===== config.mk =====
export PLATFORM = sky130hd
export DESIGN_NAME = fwbl_top
export DESIGN_NICKNAME = d
export VERILOG_FILES = /design/src/fwbl_pkg.sv /design/src/fwbl_crc16.sv /design/src/fwbl_top.sv
export SDC_FILE = /design/constraint.sdc
export NUM_CORES = 2
export LEC_CHECK = 0
export ABC_CLOCK_PERIOD_IN_PS = 8150
export BUFFER_PORTS_ARGS = -buffer_cell sky130_fd_sc_hd__buf_4
export CORE_ASPECT_RATIO = 0.9
export CORE_MARGIN = 2
export CORE_UTILIZATION = 60
export CTS_CLUSTER_SIZE = 25
export DETAILED_ROUTE_END_ITERATION = 10
export PLACE_DENSITY = 0.77
export SLEW_MARGIN = 20
export SYNTH_ARGS = -nofsm -noshare
export SYNTH_HDL_FRONTEND = slang
export SYNTH_HIERARCHICAL = 1
export SYNTH_SLANG_ARGS = --single-unit

===== constraint.sdc =====
create_clock -name ref_clk -period 8.15 [get_ports ref_clk]
set_input_delay 1.63 -clock ref_clk [delete_from_list [all_inputs] [get_ports ref_clk]]
set_output_delay 1.63 -clock ref_clk [all_outputs]
set_load 0.03 [all_outputs]

===== src/fwbl_pkg.sv =====
// Behaviour
// RULE_01: Memory capability read returns max packet, erase time, write time, checksum.
// RULE_02: Host sizes packets and spaces commands from the reported figures.
// RULE_03: Application status read returns one status byte for the chosen target.
// RULE_04: Status bits: erased, checksum bad, sequence, address, downstream, in loader.
// RULE_05: Host reads application status after every upgrade command.
// RULE_06: Loader control carries target and data: enter, erase, done, exit.
// RULE_07: Target byte is ignored for enter and exit requests.
// RULE_08: Loader switches the main output off while it runs.
// RULE_09: Host waits at least one second after erase.
// RULE_10: After erase the status shows in loader plus erased.
// RULE_11: Upload starts with packet sequence number zero.
// RULE_12: Sequence increments per accepted packet; read gives seq low, high, status.
// RULE_13: Appended status equals the application status byte.
// RULE_14: Host restarts the download when the appended status shows an error.
// RULE_15: Host starts each packet with the last returned sequence number.
// RULE_16: Done request runs CRC-16 over the image, checked against its last two bytes.
// RULE_17: Host waits at least one second after done before querying.
// RULE_18: Passing check leaves only the in-loader bit set.
// RULE_19: Exit runs the application only when all images are valid.
// RULE_20: After exit the target list query returns a zero status byte.
// RULE_21: Product code read returns a count, eleven bytes and PEC.
// RULE_22: Any reprogramming error blocks the application start.
// RULE_23: Upgrade commands work only after the four-letter unlock string.
// RULE_24: Target byte is ASCII p, s or i.
// RULE_25: Writes with a bad PEC are ignored; reads get a correct PEC appended.
package fwbl_pkg;
  localparam logic [7:0] CMD_UNLOCK = 8'he0;
  localparam logic [7:0] CMD_TARGETS = 8'he1;
  localparam logic [7:0] CMD_MEMCAP = 8'he4;
  localparam logic [7:0] CMD_APPSTAT = 8'he5;
  localparam logic [7:0] CMD_LOADER = 8'he6;
  localparam logic [7:0] CMD_XFER = 8'he7;
  localparam logic [7:0] CMD_PRODID = 8'he8;
  localparam logic [7:0] OP_ENTER = 8'h01;
  localparam logic [7:0] OP_ERASE = 8'h02;
  localparam logic [7:0] OP_DONE = 8'h03;
  localparam logic [7:0] OP_EXIT = 8'h04;
  localparam logic [7:0] TGT_PRI = 8'h70;
  localparam logic [7:0] TGT_SEC = 8'h73;
  localparam logic [7:0] TGT_IFC = 8'h69;
  localparam logic [31:0] UNLOCK_WORD = 32'h55504744;
  localparam logic [7:0] UNLOCK_LEN = 8'h04;
  localparam logic [7:0] ST_ERASED = 8'h01;
  localparam logic [7:0] ST_CRC_BAD = 8'h02;
  localparam logic [7:0] ST_SEQ_BAD = 8'h04;
  localparam logic [7:0] ST_ADDR_BAD = 8'h08;
  localparam logic [7:0] ST_DOWNSTREAM = 8'h40;
  localparam logic [7:0] ST_IN_LOADER = 8'h80;
  localparam logic [7:0] RLEN_STAT = 8'h01;
  localparam logic [7:0] RLEN_MEMCAP = 8'h08;
  localparam logic [7:0] RLEN_XFER = 8'h04;
  localparam logic [7:0] RLEN_PRODID = 8'h0c;
  localparam logic [7:0] CNT_MEMCAP = 8'h07;
  localparam logic [7:0] CNT_XFER = 8'h03;
  localparam logic [7:0] CNT_PRODID = 8'h0b;
  localparam logic [7:0] ERASED_FILL = 8'hff;
  localparam logic [7:0] PEC_INIT = 8'h00;
  localparam logic [15:0] CRC16_INIT = 16'hffff;
  localparam logic [15:0] CRC16_POLY = 16'h1021;
  localparam logic [3:0] REG_CTRL = 4'h0;
  localparam logic [3:0] REG_STATUS = 4'h4;
  localparam logic [3:0] REG_SEQ = 4'h8;
  localparam logic [1:0] RESP_OKAY = 2'b00;
  localparam logic [1:0] RESP_SLVERR = 2'b10;
  typedef enum logic [1:0] {
    FWBL_IDLE = 2'b00,
    FWBL_ERASE = 2'b01,
    FWBL_CRC = 2'b11,
    FWBL_CHK = 2'b10
  } fwbl_state_t;
endpackage : fwbl_pkg


===== src/fwbl_crc16.sv =====
`timescale 1ns/100ps
module fwbl_crc16
  import fwbl_pkg::*;
(
  input wire logic ref_clk, // Clock
  input wire logic rstn, // Async reset, active low
  input wire logic clr, // Restart from init value
  input wire logic en, // Fold in din
  input wire logic [7:0] din, // Image byte
  output logic [15:0] crc // Running CRC-16
);
  typedef struct packed {
    logic [15:0] crc;
  } fwbl_crc_t;
  fwbl_crc_t q;
  fwbl_crc_t next_q;

  function automatic logic [15:0] fwbl_step(logic [15:0] c, logic [7:0] d);
    logic [15:0] r;
    r = c ^ {d, 8'h00};
    for (int i = 0; i < 8; i++)
    begin
      r = r[15] ? ((r << 1) ^ CRC16_POLY) : (r << 1);
    end
    return r;
  endfunction : fwbl_step

  always_comb
  begin
    next_q = q;
    if (clr)
      next_q.crc = CRC16_INIT;
    else if (en)
      next_q.crc = fwbl_step(q.crc, din);
  end

  always_ff @(posedge ref_clk or negedge rstn)
  begin
    if (!rstn)
      q <= '{crc: CRC16_INIT};
    else
      q <= next_q;
  end

  assign crc = q.crc;
endmodule : fwbl_crc16


===== src/fwbl_top.sv =====
// The address map and register access over AXI4-Lite are this design's own decisions.
`timescale 1ns/100ps
module fwbl_top
  import fwbl_pkg::*;
#(
  parameter int DEPTH = 64,
  parameter int AW = 6,
  parameter logic [6:0] SLAVE_ADDR = 7'h58,
  parameter logic [7:0] SELF_TGT = TGT_PRI,
  parameter logic [7:0] MAX_PKT = 8'h20,
  parameter logic [15:0] ERASE_MS = 16'd1000,
  parameter logic [15:0] WRITE_US = 16'd100,
  parameter logic [87:0] PROD_ID = 88'h0102030405060708090a0b // Arbitrary
)
(
  input wire logic ref_clk, // 200 MHz clock
  input wire logic rstn, // Async reset, active low
  input wire logic frm_start, // Start of frame, address matched
  input wire logic wr_valid, // Written byte strobe
  input wire logic [7:0] wr_byte, // Written byte
  input wire logic rd_start, // Repeated start for read
  input wire logic rd_req, // Master wants next read byte
  input wire logic frm_stop, // Stop condition
  output logic rd_valid, // Read byte strobe
  output logic [7:0] rd_byte, // Read byte
  output logic main_off_req, // Force main output off
  output logic app_run, // Application in control
  input wire logic [3:0] s_axi_awaddr, // AXI write address
  input wire logic s_axi_awvalid, // AXI
  output logic s_axi_awready, // AXI
  input wire logic [31:0] s_axi_wdata, // AXI
  input wire logic [3:0] s_axi_wstrb, // AXI
  input wire logic s_axi_wvalid, // AXI
  output logic s_axi_wready, // AXI
  output logic [1:0] s_axi_bresp, // AXI
  output logic s_axi_bvalid, // AXI
  input wire logic s_axi_bready, // AXI
  input wire logic [3:0] s_axi_araddr, // AXI read address
  input wire logic s_axi_arvalid, // AXI
  output logic s_axi_arready, // AXI
  output logic [31:0] s_axi_rdata, // AXI
  output logic [1:0] s_axi_rresp, // AXI
  output logic s_axi_rvalid, // AXI
  input wire logic s_axi_rready // AXI
);
  typedef struct packed {
    fwbl_state_t st;
    logic [7:0] cmd, tgt, arg, cnt, idx, ridx, pend, pidx, crc, crc_prev;
    logic pend_v, pw_ok, unlocked, in_boot, erased, crc_err, seq_err;
    logic addr_err, app_ok, app_run, off, ovf, rd_valid;
    logic [7:0] rd_byte;
    logic [15:0] seq, pseq;
    logic [AW:0] wptr, pptr, cidx;
    logic [1:0] ctrl;
    logic aw_got, w_got, awready, wready, bvalid, arready, rvalid;
    logic [1:0] bresp, rresp;
    logic [3:0] awa;
    logic [31:0] wd, rdata;
    logic [3:0] wstrb;
  } fwbl_core_t;
  fwbl_core_t q;
  fwbl_core_t next_q;

  logic [7:0] mem [DEPTH];
  logic mem_we;
  logic [AW-1:0] mem_wa;
  logic [7:0] mem_wd;
  logic crc_clr, crc_en;
  logic [15:0] crc16;
  logic [7:0] stat, cbyte, tail_hi, tail_lo;
  logic all_valid;

  function automatic logic [7:0] fwbl_pec(logic [7:0] c, logic [7:0] d);
    logic [7:0] r;
    r = c ^ d;
    for (int i = 0; i < 8; i++)
    begin
      r = r[7] ? ((r << 1) ^ 8'h07) : (r << 1);
    end
    return r;
  endfunction : fwbl_pec

  // Status byte shared by the status, list and transfer answers [RULE_04]
  always_comb
  begin
    stat = 8'h00;
    if (q.erased)
      stat = stat | ST_ERASED;
    if (q.crc_err)
      stat = stat | ST_CRC_BAD;
    if (q.seq_err)
      stat = stat | ST_SEQ_BAD;
    if (q.addr_err)
      stat = stat | ST_ADDR_BAD;
    if (q.ctrl[0])
      stat = stat | ST_DOWNSTREAM;
    if (q.in_boot)
      stat = stat | ST_IN_LOADER;
  end

  assign all_valid = q.app_ok && q.ctrl[1] && !q.erased && !q.crc_err
    && !q.seq_err && !q.addr_err; // [RULE_19] [RULE_22]
  assign cbyte = mem[q.cidx[AW-1:0]];
  assign tail_hi = mem[AW'(q.wptr - 2)];
  assign tail_lo = mem[AW'(q.wptr - 1)];

  always_ff @(posedge ref_clk)
  begin
    if (mem_we)
      mem[mem_wa] <= mem_wd;
  end

  fwbl_crc16 u_crc (
    .ref_clk(ref_clk),
    .rstn(rstn),
    .clr(crc_clr),
    .en(crc_en),
    .din(cbyte),
    .crc(crc16)
  );

  always_comb
  begin
    logic [7:0] b;
    logic [7:0] pi;
    logic [7:0] tst;
    b = 8'h00;
    pi = 8'h00;
    tst = 8'h00;
    next_q = q;
    mem_we = 1'b0;
    mem_wa = '0;
    mem_wd = 8'h00;
    crc_clr = 1'b0;
    crc_en = 1'b0;
    next_q.rd_valid = 1'b0;
    tst = (q.tgt == SELF_TGT) ? stat : 8'h00; // [RULE_24]
    // Commit of the previous byte; the newest one may still be the PEC
    if ((wr_valid || rd_start) && q.pend_v)
    begin
      b = q.pend;
      pi = q.pidx;
      case (pi)
        8'h00: next_q.cmd = b;
        8'h01:
        begin
          next_q.tgt = b;
          next_q.cnt = b;
        end
        8'h02:
        begin
          next_q.arg = b;
          next_q.pseq[7:0] = b;
        end
        8'h03: next_q.pseq[15:8] = b;
        default: ;
      endcase
      if (q.cmd == CMD_UNLOCK && pi >= 8'h02 && pi <= 8'h05)
        if (b != UNLOCK_WORD[8'(8'h05 - pi)*8 +: 8])
          next_q.pw_ok = 1'b0;
      if (q.cmd == CMD_XFER && pi >= 8'h04)
      begin
        if (q.pptr < (AW+1)'(DEPTH))
        begin
          mem_we = 1'b1;
          mem_wa = q.pptr[AW-1:0];
          mem_wd = b;
          next_q.pptr = q.pptr + 1'b1;
        end
        else
          next_q.ovf = 1'b1;
      end
    end
    if (frm_start)
    begin
      next_q.crc = fwbl_pec(PEC_INIT, {SLAVE_ADDR, 1'b0});
      next_q.idx = 8'h00;
      next_q.pend_v = 1'b0;
      next_q.pw_ok = 1'b1;
      next_q.ovf = 1'b0;
      next_q.pptr = q.wptr;
    end
    else if (wr_valid)
    begin
      next_q.crc_prev = q.crc;
      next_q.crc = fwbl_pec(q.crc, wr_byte);
      next_q.pend = wr_byte;
      next_q.pidx = q.idx;
      next_q.pend_v = 1'b1;
      next_q.idx = q.idx + 8'h01;
    end
    else if (rd_start)
    begin
      next_q.crc = fwbl_pec(q.crc, {SLAVE_ADDR, 1'b1});
      next_q.pend_v = 1'b0;
      next_q.ridx = 8'h00;
    end
    else if (rd_req)
    begin
      case (q.cmd)
        CMD_APPSTAT, CMD_TARGETS:
        begin
          b = (q.ridx == 8'h00) ? tst : q.crc; // [RULE_03] [RULE_20]
          pi = RLEN_STAT;
        end
        CMD_MEMCAP: // [RULE_01]
        begin
          pi = RLEN_MEMCAP;
          case (q.ridx)
            8'h00: b = CNT_MEMCAP;
            8'h01: b = MAX_PKT;
            8'h02: b = ERASE_MS[7:0];
            8'h03: b = ERASE_MS[15:8];
            8'h04: b = WRITE_US[7:0];
            8'h05: b = WRITE_US[15:8];
            8'h06: b = crc16[7:0];
            8'h07: b = crc16[15:8];
            default: b = q.crc;
          endcase
        end
        CMD_XFER: // [RULE_12] [RULE_13]
        begin
          pi = RLEN_XFER;
          case (q.ridx)
            8'h00: b = CNT_XFER;
            8'h01: b = q.seq[7:0];
            8'h02: b = q.seq[15:8];
            8'h03: b = stat;
            default: b = q.crc;
          endcase
        end
        CMD_PRODID: // [RULE_21]
        begin
          pi = RLEN_PRODID;
          if (q.ridx == 8'h00)
            b = CNT_PRODID;
          else if (q.ridx < RLEN_PRODID)
            b = PROD_ID[8'(RLEN_PRODID - 8'h01 - q.ridx)*8 +: 8];
          else
            b = q.crc;
        end
        default:
        begin
          pi = 8'h00;
          b = ERASED_FILL;
        end
      endcase
      if (q.ridx > pi)
        b = ERASED_FILL;
      next_q.rd_byte = b; // PEC closes the answer [RULE_25]
      next_q.rd_valid = 1'b1;
      next_q.crc = fwbl_pec(q.crc, b);
      next_q.ridx = q.ridx + 8'h01;
    end
    else if (frm_stop && q.pend_v && q.pend == q.crc_prev) // [RULE_25]
    begin
      next_q.pend_v = 1'b0;
      if (q.cmd == CMD_UNLOCK && q.cnt == UNLOCK_LEN && q.idx == 8'h07
          && q.pw_ok)
        next_q.unlocked = 1'b1; // [RULE_23]
      else if (q.cmd == CMD_LOADER && q.unlocked && q.st == FWBL_IDLE
               && q.idx == 8'h04)
      begin
        // Enter and exit act whatever the target byte says [RULE_07]
        case (q.arg)
          OP_ENTER: // [RULE_06]
          begin
            next_q.in_boot = 1'b1;
            next_q.app_run = 1'b0;
            next_q.seq = 16'h0000; // [RULE_11]
            next_q.seq_err = 1'b0;
            next_q.addr_err = 1'b0;
          end
          OP_ERASE:
            if (q.in_boot && q.tgt == SELF_TGT)
            begin
              next_q.st = FWBL_ERASE;
              next_q.cidx = '0;
            end
          OP_DONE:
            if (q.in_boot && q.tgt == SELF_TGT)
            begin
              next_q.st = FWBL_CRC;
              next_q.cidx = '0;
              crc_clr = 1'b1;
            end
          OP_EXIT:
            if (q.in_boot && all_valid) // [RULE_19] [RULE_22]
            begin
              next_q.in_boot = 1'b0;
              next_q.app_run = 1'b1;
              next_q.unlocked = 1'b0;
            end
          default: ;
        endcase
      end
      // Packet byte 1 is a length, not a target, so no target test here
      else if (q.cmd == CMD_XFER && q.unlocked && q.in_boot
               && q.st == FWBL_IDLE)
      begin
        if (q.pseq != q.seq) // [RULE_11]
          next_q.seq_err = 1'b1;
        else if (q.ovf)
          next_q.addr_err = 1'b1;
        else
        begin
          next_q.seq = q.seq + 16'h0001; // [RULE_12]
          next_q.wptr = q.pptr;
          next_q.erased = 1'b0;
          next_q.app_ok = 1'b0;
        end
      end
    end
    else if (frm_stop)
      next_q.pend_v = 1'b0; // Bad PEC: frame dropped silently
    case (q.st)
      FWBL_ERASE:
      begin
        mem_we = 1'b1;
        mem_wa = q.cidx[AW-1:0];
        mem_wd = ERASED_FILL;
        next_q.cidx = q.cidx + 1'b1;
        if (q.cidx == (AW+1)'(DEPTH - 1))
        begin
          next_q.st = FWBL_IDLE;
          next_q.erased = 1'b1; // [RULE_10]
          next_q.crc_err = 1'b0;
          next_q.seq_err = 1'b0;
          next_q.addr_err = 1'b0;
          next_q.app_ok = 1'b0;
          next_q.wptr = '0;
          next_q.seq = 16'h0000;
        end
      end
      FWBL_CRC: // Image bytes minus the stored tail [RULE_16]
        if (q.wptr < (AW+1)'(3))
          next_q.st = FWBL_CHK;
        else if (q.cidx == q.wptr - (AW+1)'(2))
          next_q.st = FWBL_CHK;
        else
        begin
          crc_en = 1'b1;
          next_q.cidx = q.cidx + 1'b1;
        end
      FWBL_CHK:
      begin
        next_q.st = FWBL_IDLE;
        if (q.wptr >= (AW+1)'(3) && crc16 == {tail_hi, tail_lo})
        begin
          next_q.crc_err = 1'b0; // [RULE_18]
          next_q.app_ok = 1'b1;
        end
        else
          next_q.crc_err = 1'b1;
      end
      default: ;
    endcase
    next_q.off = next_q.in_boot; // [RULE_08]
    // AXI4-Lite slave, one write and one read in flight
    if (s_axi_awvalid && q.awready)
    begin
      next_q.aw_got = 1'b1;
      next_q.awa = s_axi_awaddr;
    end
    if (s_axi_wvalid && q.wready)
    begin
      next_q.w_got = 1'b1;
      next_q.wd = s_axi_wdata;
      next_q.wstrb = s_axi_wstrb;
    end
    if (q.bvalid && s_axi_bready)
      next_q.bvalid = 1'b0;
    else if (q.aw_got && q.w_got && !q.bvalid)
    begin
      next_q.aw_got = 1'b0;
      next_q.w_got = 1'b0;
      next_q.bvalid = 1'b1;
      next_q.bresp = RESP_OKAY;
      if (q.awa == REG_CTRL)
      begin
        if (q.wstrb[0])
          next_q.ctrl = q.wd[1:0];
      end
      else if (q.awa != REG_STATUS && q.awa != REG_SEQ)
        next_q.bresp = RESP_SLVERR;
    end
    next_q.awready = !next_q.aw_got && !next_q.bvalid;
    next_q.wready = !next_q.w_got && !next_q.bvalid;
    if (q.rvalid && s_axi_rready)
      next_q.rvalid = 1'b0;
    else if (s_axi_arvalid && q.arready)
    begin
      next_q.rvalid = 1'b1;
      next_q.rresp = RESP_OKAY;
      case (s_axi_araddr)
        REG_CTRL: next_q.rdata = {30'h0, q.ctrl};
        REG_STATUS: next_q.rdata = {20'h0, q.st, q.app_run, q.unlocked, stat};
        REG_SEQ: next_q.rdata = {(16-AW-1)'(0), q.wptr, q.seq};
        default:
        begin
          next_q.rdata = 32'h0;
          next_q.rresp = RESP_SLVERR;
        end
      endcase
    end
    next_q.arready = !next_q.rvalid;
  end

  always_ff @(posedge ref_clk or negedge rstn)
  begin
    if (!rstn)
    begin
      q <= '0;
      q.st <= FWBL_IDLE;
      q.app_ok <= 1'b1;
      q.app_run <= 1'b1;
    end
    else
      q <= next_q;
  end

  assign rd_valid = q.rd_valid;
  assign rd_byte = q.rd_byte;
  assign main_off_req = q.off;
  assign app_run = q.app_run;
  assign s_axi_awready = q.awready;
  assign s_axi_wready = q.wready;
  assign s_axi_bresp = q.bresp;
  assign s_axi_bvalid = q.bvalid;
  assign s_axi_arready = q.arready;
  assign s_axi_rdata = q.rdata;
  assign s_axi_rresp = q.rresp;
  assign s_axi_rvalid = q.rvalid;
endmodule : fwbl_top


### After elaboration in Yosys (flattened, before gate mapping)

Memories as Yosys holds them, arrays and structs flattened.
Index checks and enable logic that the tools add are counted.

* memory bits (writable): 512
* latch bits: 0
* memories kept: 1
* register bits: 207
* bits of input ports: 64
* logic and storage cells: 444
* bits in read-only memories: 0

* magnitude comparators: 8
* reductions and logical operators: 83
* $add $sub $neg: 10
* bitwise gates (word level): 43
* mux-type cells: 212
* divide/modulo/power cells: 0
* equality and inequality tests: 42
* multiply operators: 0
* shifts and indexed selects: 2

Memory list
* mem: depth 64, bits a word 8, read ports 3, clocked after Yosys merged registers in 0, write ports 1, line fwbl_top.sv:64 `logic [7:0] mem [DEPTH];`

Operators with widths (number)
* 2-to-1 mux 8 bit: 26
* 2-to-1 mux 7 bit: 28
* 2-to-1 mux 16 bit: 12
* 2-to-1 mux 13 bit: 8
* NOT 3 bit: 32
* indexed part select 88 x 12 -> 8 bit (first input constant): 1
* 2-to-1 mux 3 bit: 26
* 2-to-1 mux 25 bit: 3
* case mux 23 bit (3 select lines): 1
* equality test 8 x 3 -> 1 bit (second input constant): 8
* case mux 8 bit (4 select lines): 2
* case mux 8 bit (8 select lines): 1
* 2-to-1 mux 1 bit: 60
* equality test 8 bit (second input constant): 7
* equality test 8 x 2 -> 1 bit (second input constant): 6
* 2-to-1 mux 2 bit: 24
* logical AND 1 bit: 33
* indexed part select 32 x 12 -> 8 bit (first input constant): 1
* 2-to-1 mux 4 bit: 7
* nonzero test 2 bit: 13
* equality test 8 x 1 -> 1 bit (second input constant): 3
* 2-to-1 mux 6 bit: 4
* AND reduction 2 bit: 9
* adder 16 x 1 -> 16 bit (second input constant): 1
* other kinds (53): 84

### Longest topological paths before layout

* word-level depth: 35
* gate-level depth with buffers: 21

### Modules after synthesis

Netlist, hierarchy kept.

Modules (own cells, without submodules)
* fwbl_top: seq. area each 19881.6 sq um, cells each 2896, area each 39623.0 sq um, times used 1
* fwbl_crc16: seq. area each 420.4 sq um, cells each 80, area each 1038.5 sq um, times used 1

### Worst setup path before layout

OpenSTA, ideal clock, no wires.

* path kind: flip-flop to flip-flop
* from: reg q[100] (netlist name)
* to: reg q[153] (netlist name)
* setup slack: 3032 ps
* arrival time: 4996 ps
* clock period less this slack: 5118 ps
* stages on the path, launching flop included: 20
* data required time: 8028 ps
* cells stage by stage: dfrtp_1 clkbuf_1 clkbuf_1 inv_1 clkbuf_1 clkbuf_1 ha_1 buf_2 inv_2 buf_2 buf_1 mux4_2 mux2i_1 nor3_1 nor4_1 nand4_1 xnor2_1 nand4_1 or3_1 a32o_1

* cells in the longest elaborated chain, start to end: 6
* elaborated cells on any way between the ends: 8

Ends and longest elaborated chain
* start, declared: line fwbl_top.sv:61 `fwbl_core_t q;`
* start signal, assigned: line fwbl_top.sv:419 `q <= next_q;`
* subtractor 6 x 1 -> 6 bit or subtractor 6 x 2 -> 6 bit (tied branches): line fwbl_top.sv:105, fwbl_top.sv:104
* memory (64 x 8 bit)
* equality test 16 bit: line fwbl_top.sv:348 `if (q.wptr >= (AW+1)'(3) && crc16 == {tail_hi, tail_lo})`
* logical AND 1 bit (*): line fwbl_top.sv:348
* 2-to-1 mux 1 bit (*): line fwbl_top.sv:348
* case mux 1 bit (2 select lines) (*): line fwbl_top.sv:316 `case (q.st)`

Every way passes the cells marked *; elsewhere a longest branch is shown, timed or not.
A chain may end at the register's enable or synchronous reset.

### Worst setup path in the final report

Same ends and word-level chain as after synthesis.

==> flow_metrics.py <==
metrics = {
    "pwr": {
        "p_total_mw": 8.52,
        "internal_power_mw": 6.31,
        "power_frac_seq_pct": 48.9,
        "powerDensity_mw_per_mm2": 193,
        "power.share.combinational_pct": 10.4,
        "sw_frac_of_total_pct": 26.0,
        "p_sw_mw": 2.21,
        "leakage_nw": 14.4,
        "vdd_drop_max_mv": 0.161,
        "pwr-share-clk_pct": 40.7,
    },
    "worst_setup_path": {
        "reg2reg_depth": 13,
        "r2r_end": "q[153]",
        "critPathMaxFanout": 50,
        "cp.arrival_ns": 6.87,
        "end_kind": "flop",
        "crit_required_ns": 8.69,
        "worstSetupPathType": "flop to flop",
        "r2r_start": "q[100]",
        "r2r_setup_slack_ns": 1.82,
        "start_kind": "flop",
    },
    "clocking": {
        "clkTransAtPathRegs_ns": 0.06,
        "clkLatencyLatePin_ns": 0.67,
        "cts_resized": 0,
        "h-tree-depth": 3,
        "clock-sinks": 708,
        "cts_tree": "yes",
        "clk_path_buf_depth": 3,
        "cts_setup_buffers": 0,
        "cts_root_buf": "clkbuf_16",
        "numCtsBuffers": 75,
        "holdBufCountCts": 0,
    },
    "routing": {
        "drt-total-wl_um": 133000,
        "drc_errors": 0,
        "drtAntennaViolNets": 0,
        "drtIter0Drc": 5053,
        "wire_per_inst_um": 34.3,
        "vias": 29200,
        "dr.pass1.iters": 6,
        "avgViaCountPerCell": 7.56,
    },
    "placed_design": {
        "post-place-cells": 3729,
        "port_buffers": 71,
        "globalplace.congestion": 1.05,
        "dpl.hpwl_um": 90800,
    },
    "timing": {
        "hold_viol_final": 0,
        "fin_crit_sh_pct": 77.7,
        "clock_skew_ns": 0.0330,
        "report.final.slew_viol_count": 0,
        "worst_pin_slew_ns": 1.25,
        "slew_headroom_pct": 14.3,
        "rsz0062_at_grt": "false",
        "fin_crit_ns": 6.33,
        "setup_violations": 0,
        "finalSetupTns_ns": 0,
        "fmax_mhz": 158,
    },
    "flow_run": {
        "cap_violations": 0,
    },
    "global_route": {
        "grt_max_degree": 104,
        "grtUsageTotal_pct": 38.5,
        "grt_pass1_wl_um": 194000,
        "gr-total-overflow": 0,
        "grt_pass1_vias": 28300,
        "antenna_found_initial": 5,
    },
    "worst_hold_path": {
        "min_to": "q[180]",
        "hold_class": "flop to flop",
        "whs_path_depth": 2,
        "hold_start": "q[180]",
    },
    "outcome": {
        "outcome": "finished, final reports clean",
    },
    "layout": {
        "fin_cells": 3867,
        "layout-drive-gt1-share_pct": 26.1,
        "area_growth_pct": 8.81,
        "num-nets-final": 3024,
    },
    "yosys": {
        "synthDistinctLibCells": 87,
        "async_reset_ff_share_pct": 27.7,
        "synthCells": 2976,
        "yosys_most_used_dff": "edfxtp_1",
        "yosys_warnings": 6,
        "syn_avg_cell_area_um2": 13.7,
        "synth-seq-area-share_pct": 49.9,
        "syn-cell-area_mm2": 0.0407,
        "yosysTopAreaCellShare_pct": 37.8,
        "synth_seq_cells": 708,
        "synth_top_area_cell": "edfxtp_1",
        "synth.top_cells.by_area": "edfxtp_1, mux4_2, dfrtp_1",
        "synth_edf_count": 512,
    },
    "floorplan": {
        "dieArea_mm2": 0.0699,
        "die_w_um": 278,
        "rows": 90,
        "boundaryPins": 116,
        "core_area_mm2": 0.0670,
        "die_h_um": 251,
        "start_util_pct": 60.7,
    },
}
==> placed cells by master (no fill, tap or decap), drive strengths merged, types with 70 or more instances in the layout <==
cell type / n
nor2: 192
mux2i: 72
o21ai: 93
clkbuf: 102
mux4: 406
edfxtp: 512
nand2: 342
xnor2: 102
nand3: 70
a21oi: 83
dfrtp: 178
buf: 133
==> kinds of logic after synthesis <==
| group | Yosys count | synth area share [%] |
|---|---|---|
| buffers and inverters | 306 | 3.56 |
| and+or+nand+nor | 867 | 9.98 |
| other | 1 | 0.00922 |
| AOI/OAI and AO/OA | 380 | 6.15 |
| muxes | 531 | 25.7 |
| DFF | 708 | 49.9 |
| xor gates and xnor gates | 154 | 3.75 |
| adders and majority gates | 29 | 0.886 |
==> worst max-delay path, cell delays in order, from the launching register on <==
cell	delay, ns
dfrtp_4	1.02
inv_1	0.58
ha_1	0.53
xor2_1	0.27
nor3b_1	0.12
buf_4	0.21
nor2_1	0.89
o311ai_0	0.41
nor4_1	0.98
xnor2_1	0.20
o211a_1	0.17
nand4_1	0.16
or3_1	0.40
a32o_1	0.26
==> stage by stage <==
step	utilization (%)	setup slack, ns	hold slack [ns]	area (um2)
finish	66.0	1.82	0.480	44200
CTS	66.0	2.05	0.483	44200
global route	66.0	1.82	0.516	44200
global placement	62.3	2.08	0.442	41700
floorplan	-	3.03	0.434	40700
detailed placement	62.3	2.08	0.470	41700
==> how the worst max path moves through the flow <==
stage / from / endpoint
floorplan: q[100] / q[153]
global placement: q[100] / q[153]
detailed placement: q[100] / q[153]
CTS: q[100] / q[153]
global route: q[100] / q[153]
finish: q[100] / q[153]
==> routing by layer <==
| layer | vias to the layer above | track usage (%) | part of all wire (%) |
|---|---|---|---|
| met5 | - | 0 | 0.018 |
| met4 | 4 | 18.2 | 6.0 |
| met3 | 465 | 13.2 | 15 |
| met2 | 2433 | 56.9 | 44 |
| met1 | 14800 | 52.1 | 34 |
| li1 | 11600 | - | - |
==> layout make-up <==
| cell class | instances | area [um2] |
|---|---|---|
| multi-input combinational | 1972 | 19100 |
| sequential | 708 | 20300 |
| timing repair buffer | 134 | 1090 |
| clock inverter | 35 | 410 |
| antenna | 2 | 5.00 |
| inverter | 41 | 154 |
| clock buffer | 101 | 2070 |
| tap | 874 | 1090 |
| fill | 4644 | 22800 |
==> flip-flops by register name, summed over array words and instances, names as in the netlist <==
| name | cells |
|---|---|
| rd_byte | 8 |
| u_crc/crc | 16 |
| s_axi_rresp | 1 |
| main_off_req | 1 |
| s_axi_rvalid | 1 |
| mem | 512 |
| s_axi_bresp | 1 |
| s_axi_bvalid | 1 |
| s_axi_arready | 1 |
| s_axi_rdata | 23 |
| q | 139 |
| s_axi_wready | 1 |
| s_axi_awready | 1 |
| app_run | 1 |
| rd_valid | 1 |
==> power groups by stage <==
stage / clock [mW] / combinational [mW] / sequential, mW
2_1_floorplan: 0 / 0.727 / 4.14
3_3_place_gp: 0 / 0.851 / 4.22
4_1_cts: 3.46 / 0.883 / 4.16
5_1_grt: 3.60 / 0.971 / 4.18
6_report: 3.46 / 0.890 / 4.17
3_5_place_dp: 0 / 0.877 / 4.23
==> cells in the mapped netlist (11+ instances only) <==
cell type  instances
nor2_1           192
or3_1             14
a2111oi_0         13
nand2_1          342
o22ai_1           20
nor4b_1           11
dfrtp_1          178
nor2b_1           24
a22oi_1           25
a31oi_1           23
xor2_1            41
a211oi_1          12
ha_1              28
nor3_1            54
o211ai_1          12
xnor2_1           99
mux4_2           406
and3_1            23
dfstp_2           18
mux2_2            53
inv_1             37
buf_1             34
nand4_1           46
nor4_1            28
nand3_1           70
buf_4             50
buf_2             34
nand2b_1          11
clkbuf_1         137
edfxtp_1         512
mux2i_1           72
a22o_1            17
a21oi_1           83
o21ai_0           89
Power figures use the tool's default switching activity.
